--- config.mk ---
export PLATFORM = sky130hd
export DESIGN_NAME = gacs_top
export DESIGN_NICKNAME = d
export VERILOG_FILES = /design/src/rtl/gacs_pkg.sv /design/src/rtl/gacs_top.sv /design/src/rtl/gacs_event_pin_two.sv /design/src/rtl/gacs_evt_det.sv
export SDC_FILE = /design/constraint.sdc
export NUM_CORES = 1
export LEC_CHECK = 0
export BUFFER_PORTS_ARGS = -buffer_cell sky130_fd_sc_hd__buf_2
export CAP_MARGIN = 20
export CORE_MARGIN = 1.5
export CORE_UTILIZATION = 52
export DETAILED_ROUTE_END_ITERATION = 10
export PLACE_DENSITY = 0.81
export SLEW_MARGIN = 20
export SYNTH_ARGS = -nofsm -noshare
export SYNTH_HDL_FRONTEND = slang
export SYNTH_SLANG_ARGS = --single-unit
--- constraint.sdc ---
create_clock -name MCLK_I -period 2.5 [get_ports MCLK_I]
set_clock_uncertainty 0.15 [all_clocks]
set_input_delay 0.5 -clock MCLK_I [delete_from_list [all_inputs] [get_ports MCLK_I]]
set_output_delay 0.5 -clock MCLK_I [all_outputs]
set_load 0.005 [all_outputs]
--- src/rtl/gacs_pkg.sv ---
// Shared constants for the global access and sync control block.
// Assumes a byte-addressed host microport and six channels, four event pins.
package gacs_pkg;
    // Sizes
    localparam int unsigned NUM_CH   = 6;
    localparam int unsigned NUM_PIN  = 4;
    localparam int unsigned ADDR_W   = 8;
    localparam int unsigned DATA_W   = 16;
    localparam int unsigned ID_W     = 4;
    localparam int unsigned PSEL_W   = 2;

    // Global register byte addresses
    localparam logic [7:0] ADDR_HOST_ACC  = 8'h01;
    localparam logic [7:0] ADDR_CH_STEER  = 8'h02;
    localparam logic [7:0] ADDR_CH_PWR    = 8'h03;
    localparam logic [7:0] ADDR_PIN_SYNC  = 8'h04;

    // Channel register space bounds
    localparam logic [7:0] ADDR_CH_LO     = 8'h68;
    localparam logic [7:0] ADDR_CH_HI     = 8'hBB;

    // Host port access control fields
    localparam int unsigned ACC_SYNC_BIT  = 7;
    localparam int unsigned ACC_ID_LSB    = 2;
    localparam int unsigned ACC_WIDE_BIT  = 0;
    localparam logic [7:0]  ACC_RW_MASK   = 8'hBD;

    // Pin sync configuration fields
    localparam int unsigned PS_HOP_BIT    = 7;
    localparam int unsigned PS_START_BIT  = 6;
    localparam int unsigned PS_FIRST_BIT  = 5;
    localparam int unsigned PS_EDGE_BIT   = 4;
    localparam int unsigned PS_PIN_LSB    = 0;

    // Reset values
    localparam logic [7:0] RST_HOST_ACC   = 8'h00;
    localparam logic [5:0] RST_CH_STEER   = 6'h00;
    localparam logic [5:0] RST_CH_PWR     = 6'h00;
    localparam logic [7:0] RST_PIN_SYNC   = 8'h00;

    // Byte enables toward channel registers
    localparam logic [1:0] BE_LOW         = 2'b01;
    localparam logic [1:0] BE_BOTH        = 2'b11;

    // Host access sequence; IDLE to CAPT to DRIVE changes one bit per step, DRIVE to IDLE changes two
    typedef enum logic [1:0] {
        GACS_IDLE  = 2'b00,
        GACS_CAPT  = 2'b01,
        GACS_DRIVE = 2'b11
    } gacs_state_t;
endpackage

--- src/rtl/gacs_top.sv ---
// Global host access, channel steering, channel enables and pin sync control.
// Assumes a host on a strobed 8/16-bit microport and six channel blocks on MCLK_I.
//
// Function
// - Sync bit selects direct or resynchronised control
// - Access only when identity field matches pins
// - Width bit picks 8- or 16-bit transfers
// - Channel writes go to steered channels
// - Several steered channels get same data
// - Reads answer from lowest steered channel
// - Enable bit powers each channel's logic
// - Channel enables reset to zero
// - Start sync skips disabled channels
// - Global hop enable gates pin hops
// - Global start enable gates pin starts
// - First-only mode ignores later events
// - Edge bit picks rising edge or level
// - Per-pin enables; channels choose pin
`timescale 1ns/100ps
module gacs_top
    import gacs_pkg::*;
(
    // Clock, reset, enable
    input  wire logic                                 MCLK_I,
    input  wire logic                                 RESETN_I,
    input  wire logic                                 CE_I,
    // Host microport
    input  wire logic                                 HOST_CS_N_I,
    input  wire logic                                 HOST_DATA_STROBE_N_I,
    input  wire logic                                 HOST_RW_I,
    input  wire logic [gacs_pkg::ADDR_W-1:0]          HOST_ADDR_I,
    input  wire logic [gacs_pkg::DATA_W-1:0]          HOST_DATA_I,
    output logic      [gacs_pkg::DATA_W-1:0]          HOST_DATA_O,
    output logic                                      HOST_DATA_OE_N_O,
    output logic                                      HOST_RDY_O,
    input  wire logic [gacs_pkg::ID_W-1:0]            PART_IDENTITY_PINS_I,
    // Channel register access
    output logic      [gacs_pkg::NUM_CH-1:0]          CH_WR_O,
    output logic      [1:0]                           CH_BE_O,
    output logic      [gacs_pkg::ADDR_W-1:0]          CH_ADDR_O,
    output logic      [gacs_pkg::DATA_W-1:0]          CH_WDATA_O,
    output logic      [gacs_pkg::NUM_CH-1:0]          CH_RD_SEL_O,
    input  wire logic [gacs_pkg::NUM_CH*gacs_pkg::DATA_W-1:0] CH_RDATA_I,
    // Channel enables and sync
    output logic      [gacs_pkg::NUM_CH-1:0]          CH_ENABLE_O,
    input  wire logic [gacs_pkg::NUM_CH-1:0]          CH_PIN_SYNC_I,
    input  wire logic [gacs_pkg::NUM_CH*gacs_pkg::PSEL_W-1:0] CH_PIN_SEL_I,
    input  wire logic [gacs_pkg::NUM_PIN-1:0]         EVENT_PIN_I,
    output logic      [gacs_pkg::NUM_CH-1:0]          HOP_SYNC_O,
    output logic      [gacs_pkg::NUM_CH-1:0]          START_SYNC_O
);
    import gacs_pkg::*;

    typedef struct packed {
        gacs_state_t         st;
        logic [7:0]          acc_ctl;
        logic [NUM_CH-1:0]   steer;
        logic [NUM_CH-1:0]   ch_en;
        logic [7:0]          pin_cfg;
        logic                ds_prev;
        logic                first_seen;
        logic [ADDR_W-1:0]   addr;
        logic [DATA_W-1:0]   wdata;
        logic [DATA_W-1:0]   rdata;
        logic                oe_n;
        logic                rdy;
        logic [NUM_CH-1:0]   ch_wr;
        logic [1:0]          ch_be;
        logic [NUM_CH-1:0]   rd_sel;
        logic [NUM_CH-1:0]   hop;
        logic [NUM_CH-1:0]   start;
    } gacs_top_st_t;

    gacs_top_st_t s_q;
    gacs_top_st_t s_d;

    logic [2:0]         ctl_sync;
    logic [ID_W-1:0]    id_sync;
    logic [NUM_PIN-1:0] pin_sync;
    logic [NUM_PIN-1:0] pin_evt;

    // Lowest set bit as one-hot
    function automatic logic [NUM_CH-1:0] lowest_one(input logic [NUM_CH-1:0] v);
        logic [NUM_CH-1:0] r;
        r = '0;
        for (int i = NUM_CH - 1; i >= 0; i--) begin
            if (v[i]) begin
                r = '0;
                r[i] = 1'b1;
            end
        end
        return r;
    endfunction

    // Readback of one global register byte
    function automatic logic [7:0] glob_byte(input gacs_top_st_t s, input logic [7:0] a);
        logic [7:0] r;
        r = 8'h00;
        case (a)
            ADDR_HOST_ACC: r = s.acc_ctl & ACC_RW_MASK;
            ADDR_CH_STEER: r = {2'b00, s.steer};
            ADDR_CH_PWR:   r = {2'b00, s.ch_en};
            ADDR_PIN_SYNC: r = s.pin_cfg;
            default:       r = 8'h00;
        endcase
        return r;
    endfunction

    // async control resync
    // Carried inverted so reset leaves select and strobe idle, no false take
    gacs_event_pin_two #(
        .W(3)
    ) u_ctl_sync (
        .clk_i   (MCLK_I),
        .rst_n_i (RESETN_I),
        .ce_i    (CE_I),
        .async_i (~{HOST_CS_N_I, HOST_DATA_STROBE_N_I, HOST_RW_I}),
        .sync_o  (ctl_sync)
    );

    // Identity straps are pins, so they are synchronised too
    gacs_event_pin_two #(
        .W(ID_W)
    ) u_id_sync (
        .clk_i   (MCLK_I),
        .rst_n_i (RESETN_I),
        .ce_i    (CE_I),
        .async_i (PART_IDENTITY_PINS_I),
        .sync_o  (id_sync)
    );

    gacs_event_pin_two #(
        .W(NUM_PIN)
    ) u_pin_sync (
        .clk_i   (MCLK_I),
        .rst_n_i (RESETN_I),
        .ce_i    (CE_I),
        .async_i (EVENT_PIN_I),
        .sync_o  (pin_sync)
    );

    // One detector per event pin
    for (genvar p = 0; p < NUM_PIN; p++) begin : g_pin
        gacs_evt_det u_det (
            .clk_i       (MCLK_I),
            .rst_n_i     (RESETN_I),
            .ce_i        (CE_I),
            .en_i        (s_q.pin_cfg[PS_PIN_LSB + p]),
            .edge_mode_i (s_q.pin_cfg[PS_EDGE_BIT]),
            .level_i     (pin_sync[p]),
            .evt_o       (pin_evt[p])
        );
    end

    // Next-state logic
    always_comb begin
        logic                cs_n;
        logic                ds_n;
        logic                rd;
        logic                wide;
        logic                id_ok;
        logic                in_ch;
        logic                pass;
        logic [7:0]          a;
        logic [7:0]          b;
        logic [NUM_CH-1:0]   raw;
        logic [NUM_CH-1:0]   lo;
        logic [PSEL_W-1:0]   sel;
        logic [DATA_W-1:0]   chd;
        cs_n  = 1'b1;
        ds_n  = 1'b1;
        rd    = 1'b0;
        wide  = 1'b0;
        id_ok = 1'b0;
        in_ch = 1'b0;
        pass  = 1'b0;
        a     = 8'h00;
        b     = 8'h00;
        raw   = '0;
        lo    = '0;
        sel   = '0;
        chd   = '0;
        s_d   = s_q;

        if (s_q.acc_ctl[ACC_SYNC_BIT]) begin
            cs_n = HOST_CS_N_I;
            ds_n = HOST_DATA_STROBE_N_I;
            rd   = HOST_RW_I;
        end else begin
            cs_n = ~ctl_sync[2];
            ds_n = ~ctl_sync[1];
            rd   = ~ctl_sync[0];
        end
        wide  = s_q.acc_ctl[ACC_WIDE_BIT];
        id_ok = (s_q.acc_ctl[ACC_ID_LSB +: ID_W] == id_sync);
        in_ch = (HOST_ADDR_I >= ADDR_CH_LO) && (HOST_ADDR_I <= ADDR_CH_HI);
        lo    = lowest_one(s_q.steer);
        for (int c = 0; c < NUM_CH; c++) begin
            if (lo[c]) begin
                chd = CH_RDATA_I[c*DATA_W +: DATA_W];
            end
        end

        // Per-channel sync candidates
        for (int c = 0; c < NUM_CH; c++) begin
            sel = CH_PIN_SEL_I[c*PSEL_W +: PSEL_W];
            raw[c] = CH_PIN_SYNC_I[c] & pin_evt[sel] & s_q.ch_en[c];
        end

        if (CE_I) begin
            s_d.ds_prev = ds_n;
            s_d.ch_wr   = '0;

            pass = ~(s_q.pin_cfg[PS_FIRST_BIT] & s_q.first_seen);
            if (!s_q.pin_cfg[PS_FIRST_BIT]) begin
                s_d.first_seen = 1'b0;
            end else if (|raw) begin
                s_d.first_seen = 1'b1;
            end
            s_d.hop   = raw & {NUM_CH{s_q.pin_cfg[PS_HOP_BIT] & pass}};
            s_d.start = raw & {NUM_CH{s_q.pin_cfg[PS_START_BIT] & pass}};

            case (s_q.st)
                GACS_IDLE: begin
                    // Strobe falling edge opens an access
                    // ignore foreign accesses
                    if (s_q.ds_prev && !ds_n && !cs_n && id_ok) begin
                        s_d.addr  = HOST_ADDR_I;
                        s_d.wdata = wide ? HOST_DATA_I : {8'h00, HOST_DATA_I[7:0]};
                        s_d.ch_be = wide ? BE_BOTH : BE_LOW;
                        if (in_ch) begin
                            if (rd) begin
                                s_d.rd_sel = lo;
                                s_d.st     = GACS_CAPT;
                            end else begin
                                s_d.ch_wr = s_q.steer;
                                s_d.rdy   = 1'b1;
                                s_d.st    = GACS_DRIVE;
                            end
                        end else if (rd) begin
                            s_d.rdata[7:0]  = glob_byte(s_q, HOST_ADDR_I);
                            s_d.rdata[15:8] = wide ? glob_byte(s_q, HOST_ADDR_I + 8'h01)
                                                   : 8'h00;
                            s_d.oe_n = 1'b0;
                            s_d.rdy  = 1'b1;
                            s_d.st   = GACS_DRIVE;
                        end else begin
                            for (int k = 0; k < 2; k++) begin
                                a = HOST_ADDR_I + 8'(k);
                                b = HOST_DATA_I[k*8 +: 8];
                                if (k == 0 || wide) begin
                                    case (a)
                                        ADDR_HOST_ACC: s_d.acc_ctl = b & ACC_RW_MASK;
                                        ADDR_CH_PWR:   s_d.ch_en   = b[NUM_CH-1:0];
                                        ADDR_CH_STEER: s_d.steer   = b[NUM_CH-1:0];
                                        ADDR_PIN_SYNC: s_d.pin_cfg = b;
                                        default:       s_d.pin_cfg = s_d.pin_cfg;
                                    endcase
                                end
                            end
                            s_d.rdy = 1'b1;
                            s_d.st  = GACS_DRIVE;
                        end
                    end
                end
                GACS_CAPT: begin
                    // Channel answered with one cycle of latency
                    // lowest channel data
                    s_d.rdata = wide ? chd : {8'h00, chd[7:0]};
                    s_d.oe_n  = 1'b0;
                    s_d.rdy   = 1'b1;
                    s_d.st    = GACS_DRIVE;
                end
                GACS_DRIVE: begin
                    // Hold data until the host lets go of the strobe
                    if (ds_n) begin
                        s_d.oe_n   = 1'b1;
                        s_d.rdy    = 1'b0;
                        s_d.rd_sel = '0;
                        s_d.st     = GACS_IDLE;
                    end
                end
                default: begin
                    s_d.st   = GACS_IDLE;
                    s_d.oe_n = 1'b1;
                    s_d.rdy  = 1'b0;
                end
            endcase
        end
    end

    // State register; CE_I low holds everything
    // enables reset off
    always_ff @(posedge MCLK_I or negedge RESETN_I) begin
        if (!RESETN_I) begin
            s_q         <= '0;
            s_q.st      <= GACS_IDLE;
            s_q.acc_ctl <= RST_HOST_ACC;
            s_q.steer   <= RST_CH_STEER;
            s_q.ch_en   <= RST_CH_PWR;
            s_q.pin_cfg <= RST_PIN_SYNC;
            s_q.ds_prev <= 1'b1;
            s_q.oe_n    <= 1'b1;
        end else begin
            s_q <= s_d;
        end
    end

    // Outputs straight from flops
    assign HOST_DATA_O      = s_q.rdata;
    assign HOST_DATA_OE_N_O = s_q.oe_n;
    assign HOST_RDY_O       = s_q.rdy;
    assign CH_WR_O          = s_q.ch_wr;
    assign CH_BE_O          = s_q.ch_be;
    assign CH_ADDR_O        = s_q.addr;
    assign CH_WDATA_O       = s_q.wdata;
    assign CH_RD_SEL_O      = s_q.rd_sel;
    assign CH_ENABLE_O      = s_q.ch_en;
    assign HOP_SYNC_O       = s_q.hop;
    assign START_SYNC_O     = s_q.start;
endmodule

--- src/rtl/gacs_event_pin_two.sv ---
// Two-flop synchroniser for levels from outside the clock domain.
// Assumes inputs change slowly against the 5 ns clock.
`timescale 1ns/100ps
module gacs_event_pin_two #(
    parameter int unsigned W = 1
) (
    // Clock and reset
    input  wire logic         clk_i,
    input  wire logic         rst_n_i,
    input  wire logic         ce_i,
    // Levels
    input  wire logic [W-1:0] async_i,
    output logic      [W-1:0] sync_o
);
    typedef struct packed {
        logic [W-1:0] meta;
        logic [W-1:0] stab;
    } gacs_sync_st_t;

    gacs_sync_st_t s_q;
    gacs_sync_st_t s_d;

    // First stage feeds only the second
    always_comb begin
        s_d = s_q;
        if (ce_i) begin
            s_d.meta = async_i;
            s_d.stab = s_q.meta;
        end
    end

    // State register
    always_ff @(posedge clk_i or negedge rst_n_i) begin
        if (!rst_n_i) begin
            s_q <= '0;
        end else begin
            s_q <= s_d;
        end
    end

    assign sync_o = s_q.stab;
endmodule

--- src/rtl/gacs_evt_det.sv ---
// Event detector for one synchronised event pin: edge or level mode.
// Assumes its level input is already synchronised to the clock.
`timescale 1ns/100ps
module gacs_evt_det (
    // Clock and reset
    input  wire logic clk_i,
    input  wire logic rst_n_i,
    input  wire logic ce_i,
    // Control
    input  wire logic en_i,
    input  wire logic edge_mode_i,
    // Pin and event
    input  wire logic level_i,
    output logic      evt_o
);
    typedef struct packed {
        logic prev;
    } gacs_evt_st_t;

    gacs_evt_st_t s_q;
    gacs_evt_st_t s_d;

    // Previous level kept for rising-edge detection
    always_comb begin
        s_d = s_q;
        if (ce_i) begin
            s_d.prev = level_i;
        end
    end

    always_ff @(posedge clk_i or negedge rst_n_i) begin
        if (!rst_n_i) begin
            s_q <= '0;
        end else begin
            s_q <= s_d;
        end
    end

    assign evt_o = ce_i & en_i & level_i & (~edge_mode_i | ~s_q.prev);
endmodule

Word level (Yosys, flattened, before mapping):

Index checks and enable logic that the tools add are counted.

* $add $sub $neg: 1
* reductions and logical operators: 18
* mux-type cells: 65
* bitwise operators: 45
* order comparisons: 8
* eq/ne operators: 18

Operator list (count)
* two-way mux 16 bit: 8
* two-way mux 28 bit: 3
* two-way mux 6 bit: 14
* one-hot mux 8 bit (4 select lines): 2
* two-way mux 8 bit: 6
* two-way mux 17 bit: 2
* equality test 8 x 2 -> 1 bit (second input constant): 4
* two-way mux 32 bit: 1
* one-hot mux 16 bit (2 select lines): 1
* two-way mux 30 bit: 1
* bitwise AND 1 bit: 27
* < comparator 2 x 3 -> 1 bit (second input constant): 6
* equality test 8 x 1 -> 1 bit (second input constant): 2
* equality test 8 x 3 -> 1 bit (second input constant): 2
* AND reduction 5 bit: 3
* bitwise AND 6 bit: 2
* binary-select mux 1 bit (select 2 bit): 6
* two-way mux 1 bit: 12
* one-hot mux 2 bit (3 select lines): 2
* one-hot mux 6 bit (2 select lines): 1
* NOT 1 bit: 11
* two-way mux 2 bit: 5
* != test 2 bit (second input constant): 5
* adder 8 x 1 -> 8 bit (second input constant): 1
* 19 further kinds: 28

* logic and storage cells: 182
* input bits: 152
* register bits: 126
* output and inout port bits: 74

Depth between registers and ports, before layout:

* word-level depth: 14
* mapped depth: 8
* mapped depth without buffers: 6

Hierarchy:

From an unflattened synthesis, not the netlist that was laid out.

* cells, all modules: 758
* area total of the unflattened synthesis: 7727.4 um^2

Modules (own cells, without submodules)
* gacs_top: cells an instance 684, seq. area each 2454.9 um^2, instances 1, area an instance 6530.0 um^2
* gacs_event_pin_two at u_id_sync ...: cells an instance 21, seq. area each 200.2 um^2, instances 2, area an instance 361.6 um^2
* gacs_event_pin_two at u_ctl_sync: cells an instance 16, seq. area each 150.1 um^2, instances 1, area an instance 274.0 um^2
* gacs_evt_det: cells an instance 4, seq. area each 25.0 um^2, instances 4, area an instance 50.0 um^2

Least setup slack after synthesis:

OpenSTA, ideal clock, no wires.

* kind: input-to-reg
* start: input HOST_ADDR_I[2] (netlist bit)
* end: register s_q[90] (netlist bit)
* path buffers: 2
* stages: 8
* library setup time: 0.123 ns
* arrival: 2.038 ns
* data required time: 2.227 ns
* setup slack: 0.189 ns
* cell sequence: buf_2 -> or4_1 -> nor2_1 -> buf_2 -> nand3_1 -> o21a_1 -> o21ai_0 -> nand2_1

* longest elaborated chain between the ends: 4
* elaborated cells between the ends (all ways): 11
* those cells by class: 1 x add/sub; 2 x order compare; 2 x eq/ne; 3 x mux; 1 x bitwise; 2 x reduce/logical

Ends and longest elaborated chain
* start: declaration: line gacs_top.sv:31 `input wire logic [gacs_pkg::ADDR_W-1:0] HOST_ADDR_I,`
* adder 8 x 1 -> 8 bit, or another cell as far along: line gacs_top.sv:249 `a = HOST_ADDR_I + 8'(k);`
* equality test 8 x 1 -> 1 bit, or another cell as far along: line gacs_top.sv:252 `case (a)`
* two-way mux 8 bit or NOT 1 bit (tied branches)
* two-way mux 28 bit or AND reduction 5 bit (tied branches)
* end: declaration: line gacs_top.sv:74 `gacs_top_st_t s_q;`

Parallel ways exist; a longest one is shown, timed or not.
A chain may end at the register's enable or synchronous reset.

Final worst setup path:

* start: register s_q[97] (netlist bit)
* end: register s_q, in the netlist CH_WDATA_O[1]

* longest elaborated chain between the ends: 6
* elaborated cells between the ends (all ways): 8
* those cells by class: 2 x mux; 6 x reduce/logical

Ends and longest elaborated chain
* two-way mux 1 bit: line gacs_top.sv:185 `if (s_q.acc_ctl[ACC_SYNC_BIT]) begin`
* logical NOT 1 bit: line gacs_top.sv:227 `if (s_q.ds_prev && !ds_n && !cs_n && id_ok) begin`
* logical AND 1 bit: line gacs_top.sv:227
* logical AND 1 bit (*) (2 in a row): line gacs_top.sv:227
* AND reduction 3 bit (no line) (*)

Every way passes the cells marked *; elsewhere a longest branch is shown, timed or not.

==> flow_summary_export.csv <==
group,metric,value,unit
outcome,status,"completed",
cts,clk_pin_slew,0.05,ns
cts,cts_root_buffer,"clkbuf_16",
cts,post-cts-setup-buffer-count,0,
route,drc_errors,0,
timing,fin_crit,2.33,ns
die,die_area,0.0143,sq mm
layout,final_util,65.3,%
global_routing,grt_max_degree,44,
cts,clk_latency,0.41,ns
layout,nFillCells,1086,
synthesis,synth_edf_count,0,
synthesis,synth_xor_area_share,0.618,%
synthesis,synth_area_per_cell,10.3,sq um
cts,numCtsBuffers,17,
synthesis,synthAdderAreaFrac,0,%
timing,max_slew.worst_pin.slew,0.565,ns
layout,drive_above_1_share,43.0,%
setup_path,criticalPathCategory,"reg2reg",
setup_path,reg2reg_slack,0.17,ns
power_and_ir_drop,leakagePower,4.17,nW
die,io_pins,226,
cts,clkSinkCount,124,
timing,final.setup.tns,0,ns
die,start_util,53.3,%
synthesis,ys.flop_type,"dfrtp_1",
synthesis,synthArstFlopShare,100,%
setup_path,ff2ff_path_depth,5,
setup_path,start_kind,"flip-flop",
route,viasPerCell,6.07,
route,wl,21.4,mm
timing,hold_viol,0,
placed_design,hpwl,16.3,mm
layout,areaGrowthSynthToFinish,22.6,%
min_path,min_path_type,"in2reg",
setup_path,r2r-start,"s_q[97]$_DFFE_PN0P_",
die,core_area,0.0133,sq mm
layout,layout_common_cells,"224 x buf_2, 122 x dfrtp_1, 58 x nand2_1",
timing,fin_crit_sh,93.2,%
placed_design,dp_slack,-0.000482,ns
synthesis,synth_compound_area_share,21.9,%
timing,setup_viol_count_final,0,
route,dr.pass1.iters,5,
cts,h-tree-depth,4,
cts,clock_path_buffers,2,
timing,slew_violations,0,
global_routing,grt_pass1_wl,33.3,mm
route,via_count,6381,
layout,layout.nets,1013,
min_path,hold_path_startpoint,"EVENT_PIN_I[1]",
synthesis,synth.top_cell.area_share,43.1,%
global_routing,groute.usage.overall,30.5,%
synthesis,netlist_area,0.00709,sq mm
die,die_h,120,um
timing,relSlewSlack,61.4,%
min_path,min_path_cells,2,
synthesis,seq_area_frac_synth,43.8,%
route,antenna_left,0,
synthesis,synth_nets,837,
flow_run,maxCapViolations,0,
synthesis,synth_top_area_cell,"dfrtp_1",
timing,worst_hold_slack,0.166,ns
synthesis,synth.distinct_cells,62,
die,die_w,120,um
global_routing,grt_pass1_vias,6258,
synthesis,synth_simple_gate_area_share,11.7,%
synthesis,yosysWarnings,0,
global_routing,antenna_found_initial,3,
power_and_ir_drop,power,5.48,mW
setup_path,critical_path_arrival,2.47,ns
placed_design,globalplace.congestion,0.903,
timing,fin_ws,0.169,ns
layout,final_common_cell,"buf_2",
power_and_ir_drop,peakVddDrop,390,uV
timing,timing.fmax,429,MHz
route,drt-wirelength-per-cell,20.3,um
timing,rsz0062_at_grt,"false",
die,rows,42,
synthesis,synth_top_family_by_area,"compound AO/OA/AOI/OAI gates",
setup_path,r2r-end,"CH_WDATA_O[1]$_DFFE_PN0P_",
placed_design,port-buffer-count,225,
synthesis,syn_inst,685,
synthesis,synth_area_leaders,"dfrtp_1 43%, buf_4 7.9%, mux2_2 7.8%",
min_path,min_to,"u_pin_sync.s_q[5]$_DFFE_PN0P_",
global_routing,grt_overflow_total,0,
cts,cts_tree,"built",
setup_path,required,2.64,ns
setup_path,crit_fanout,15,
setup_path,endpoint_kind,"flip-flop",
power_and_ir_drop,powerDensity,631,mW/mm^2
synthesis,ys_ff_latch,124,
route,drtIter0Drc,475,
synthesis,muxShareOfSynthArea,11.0,%
## through the flow
step / instance area (sq um) / cells
6_report: 8690 / 1052
5_1_grt: 8690 / 1052
4_1_cts: 8680 / 1049
3_5_place_dp: 8090 / 1017
3_3_place_gp: 8090 / 1017
2_1_floorplan: 7090 / 685
## metal layers
metal	wire length (um)	GRT usage (%)
met2	10600	50.8
met3	2010	7.27
met1	8080	37.5
met4	731	14.4
met5	0	0
## Yosys cell counts, types with 9 or more instances
cell	count
mux2_2	49
mux4_2	10
a22oi_1	13
a221oi_1	12
a2bb2oi_1	25
dfrtp_1	122
nand4_1	12
nor2b_1	13
o2bb2ai_1	12
nand2_1	58
nor3_1	9
buf_4	75
o22ai_1	30
nor2_1	22
inv_1	15
clkbuf_1	27
o21ai_0	37
a22o_1	14
nand3_1	17
buf_2	9
a21oi_1	20
## where the power goes
group,switching [mW],internal (mW),total [mW],leakage [nW]
registers,0.101,2.15,2.25,1.62
clock network,0.840,1.56,2.40,0.286
logic,0.467,0.367,0.834,2.26
## how the worst max path moves through the flow
stage	from	to	slack, ns	depth (start not counted)
after detailed placement	HOST_ADDR_I[3]	s_q[92]$_DFFE_PN0P_	-0.0005	6
final	s_q[97]$_DFFE_PN0P_	CH_WDATA_O[1]$_DFFE_PN0P_	0.17	5
after CTS	s_q[97]$_DFFE_PN0P_	CH_RD_SEL_O[5]$_DFFE_PN0P_	0.16	7
after floorplan	HOST_ADDR_I[2]	s_q[90]$_DFFE_PN0P_	0.19	8
after global placement	HOST_ADDR_I[3]	s_q[72]$_DFFE_PN0P_	0.03	8
after global routing	s_q[86]$_DFFE_PN0P_	HOST_DATA_O[1]$_DFFE_PN0P_	0.03	6
## worst max-delay path, stage by stage, from the launching register on
cell       delay [ns]
dfrtp_1          0.49
nor2b_1          0.18
o2111ai_1        0.24
nor4b_4          0.48
buf_4            0.31
mux2_2           0.36
## area by class of cell
class	instances	area, sq um	area share (%)
well taps	176	220	2.54
clock inverters	7	87.6	1.01
multi-input cells	432	3210	36.9
repair buffers	270	1510	17.3
inverters	16	60.1	0.691
clock buffers	24	492	5.66
flip-flops and latches	124	3110	35.8
diodes	3	7.51	0.0864
## cells by family after synthesis
group | after synthesis
xor+xnor | 5
compound gates | 210
mux | 59
simple gates | 158
flops | 124
buf+inv | 129
## sequential cells by signal (all words and copies together) (netlist names), 4 cells and up
name,count
CH_ADDR_O,8
CH_ENABLE_O,6
CH_RD_SEL_O,6
CH_WDATA_O,16
CH_WR_O,6
HOP_SYNC_O,6
HOST_DATA_O,16
START_SYNC_O,6
g_pin.u_det.s_q,4
s_q,24
u_id_sync.s_q,4
u_id_sync.sync_o,4
u_pin_sync.s_q,4
u_pin_sync.sync_o,4
## repair_timing
| item | CTS | global route |
|---|---|---|
| setup endpoints to repair | 0 | 1 |
| hold endpoints to repair | 39 | 0 |
| resized for setup | 0 | 1 |
| hold buffers | 1 | 0 |
Power figures use the tool's default switching activity.
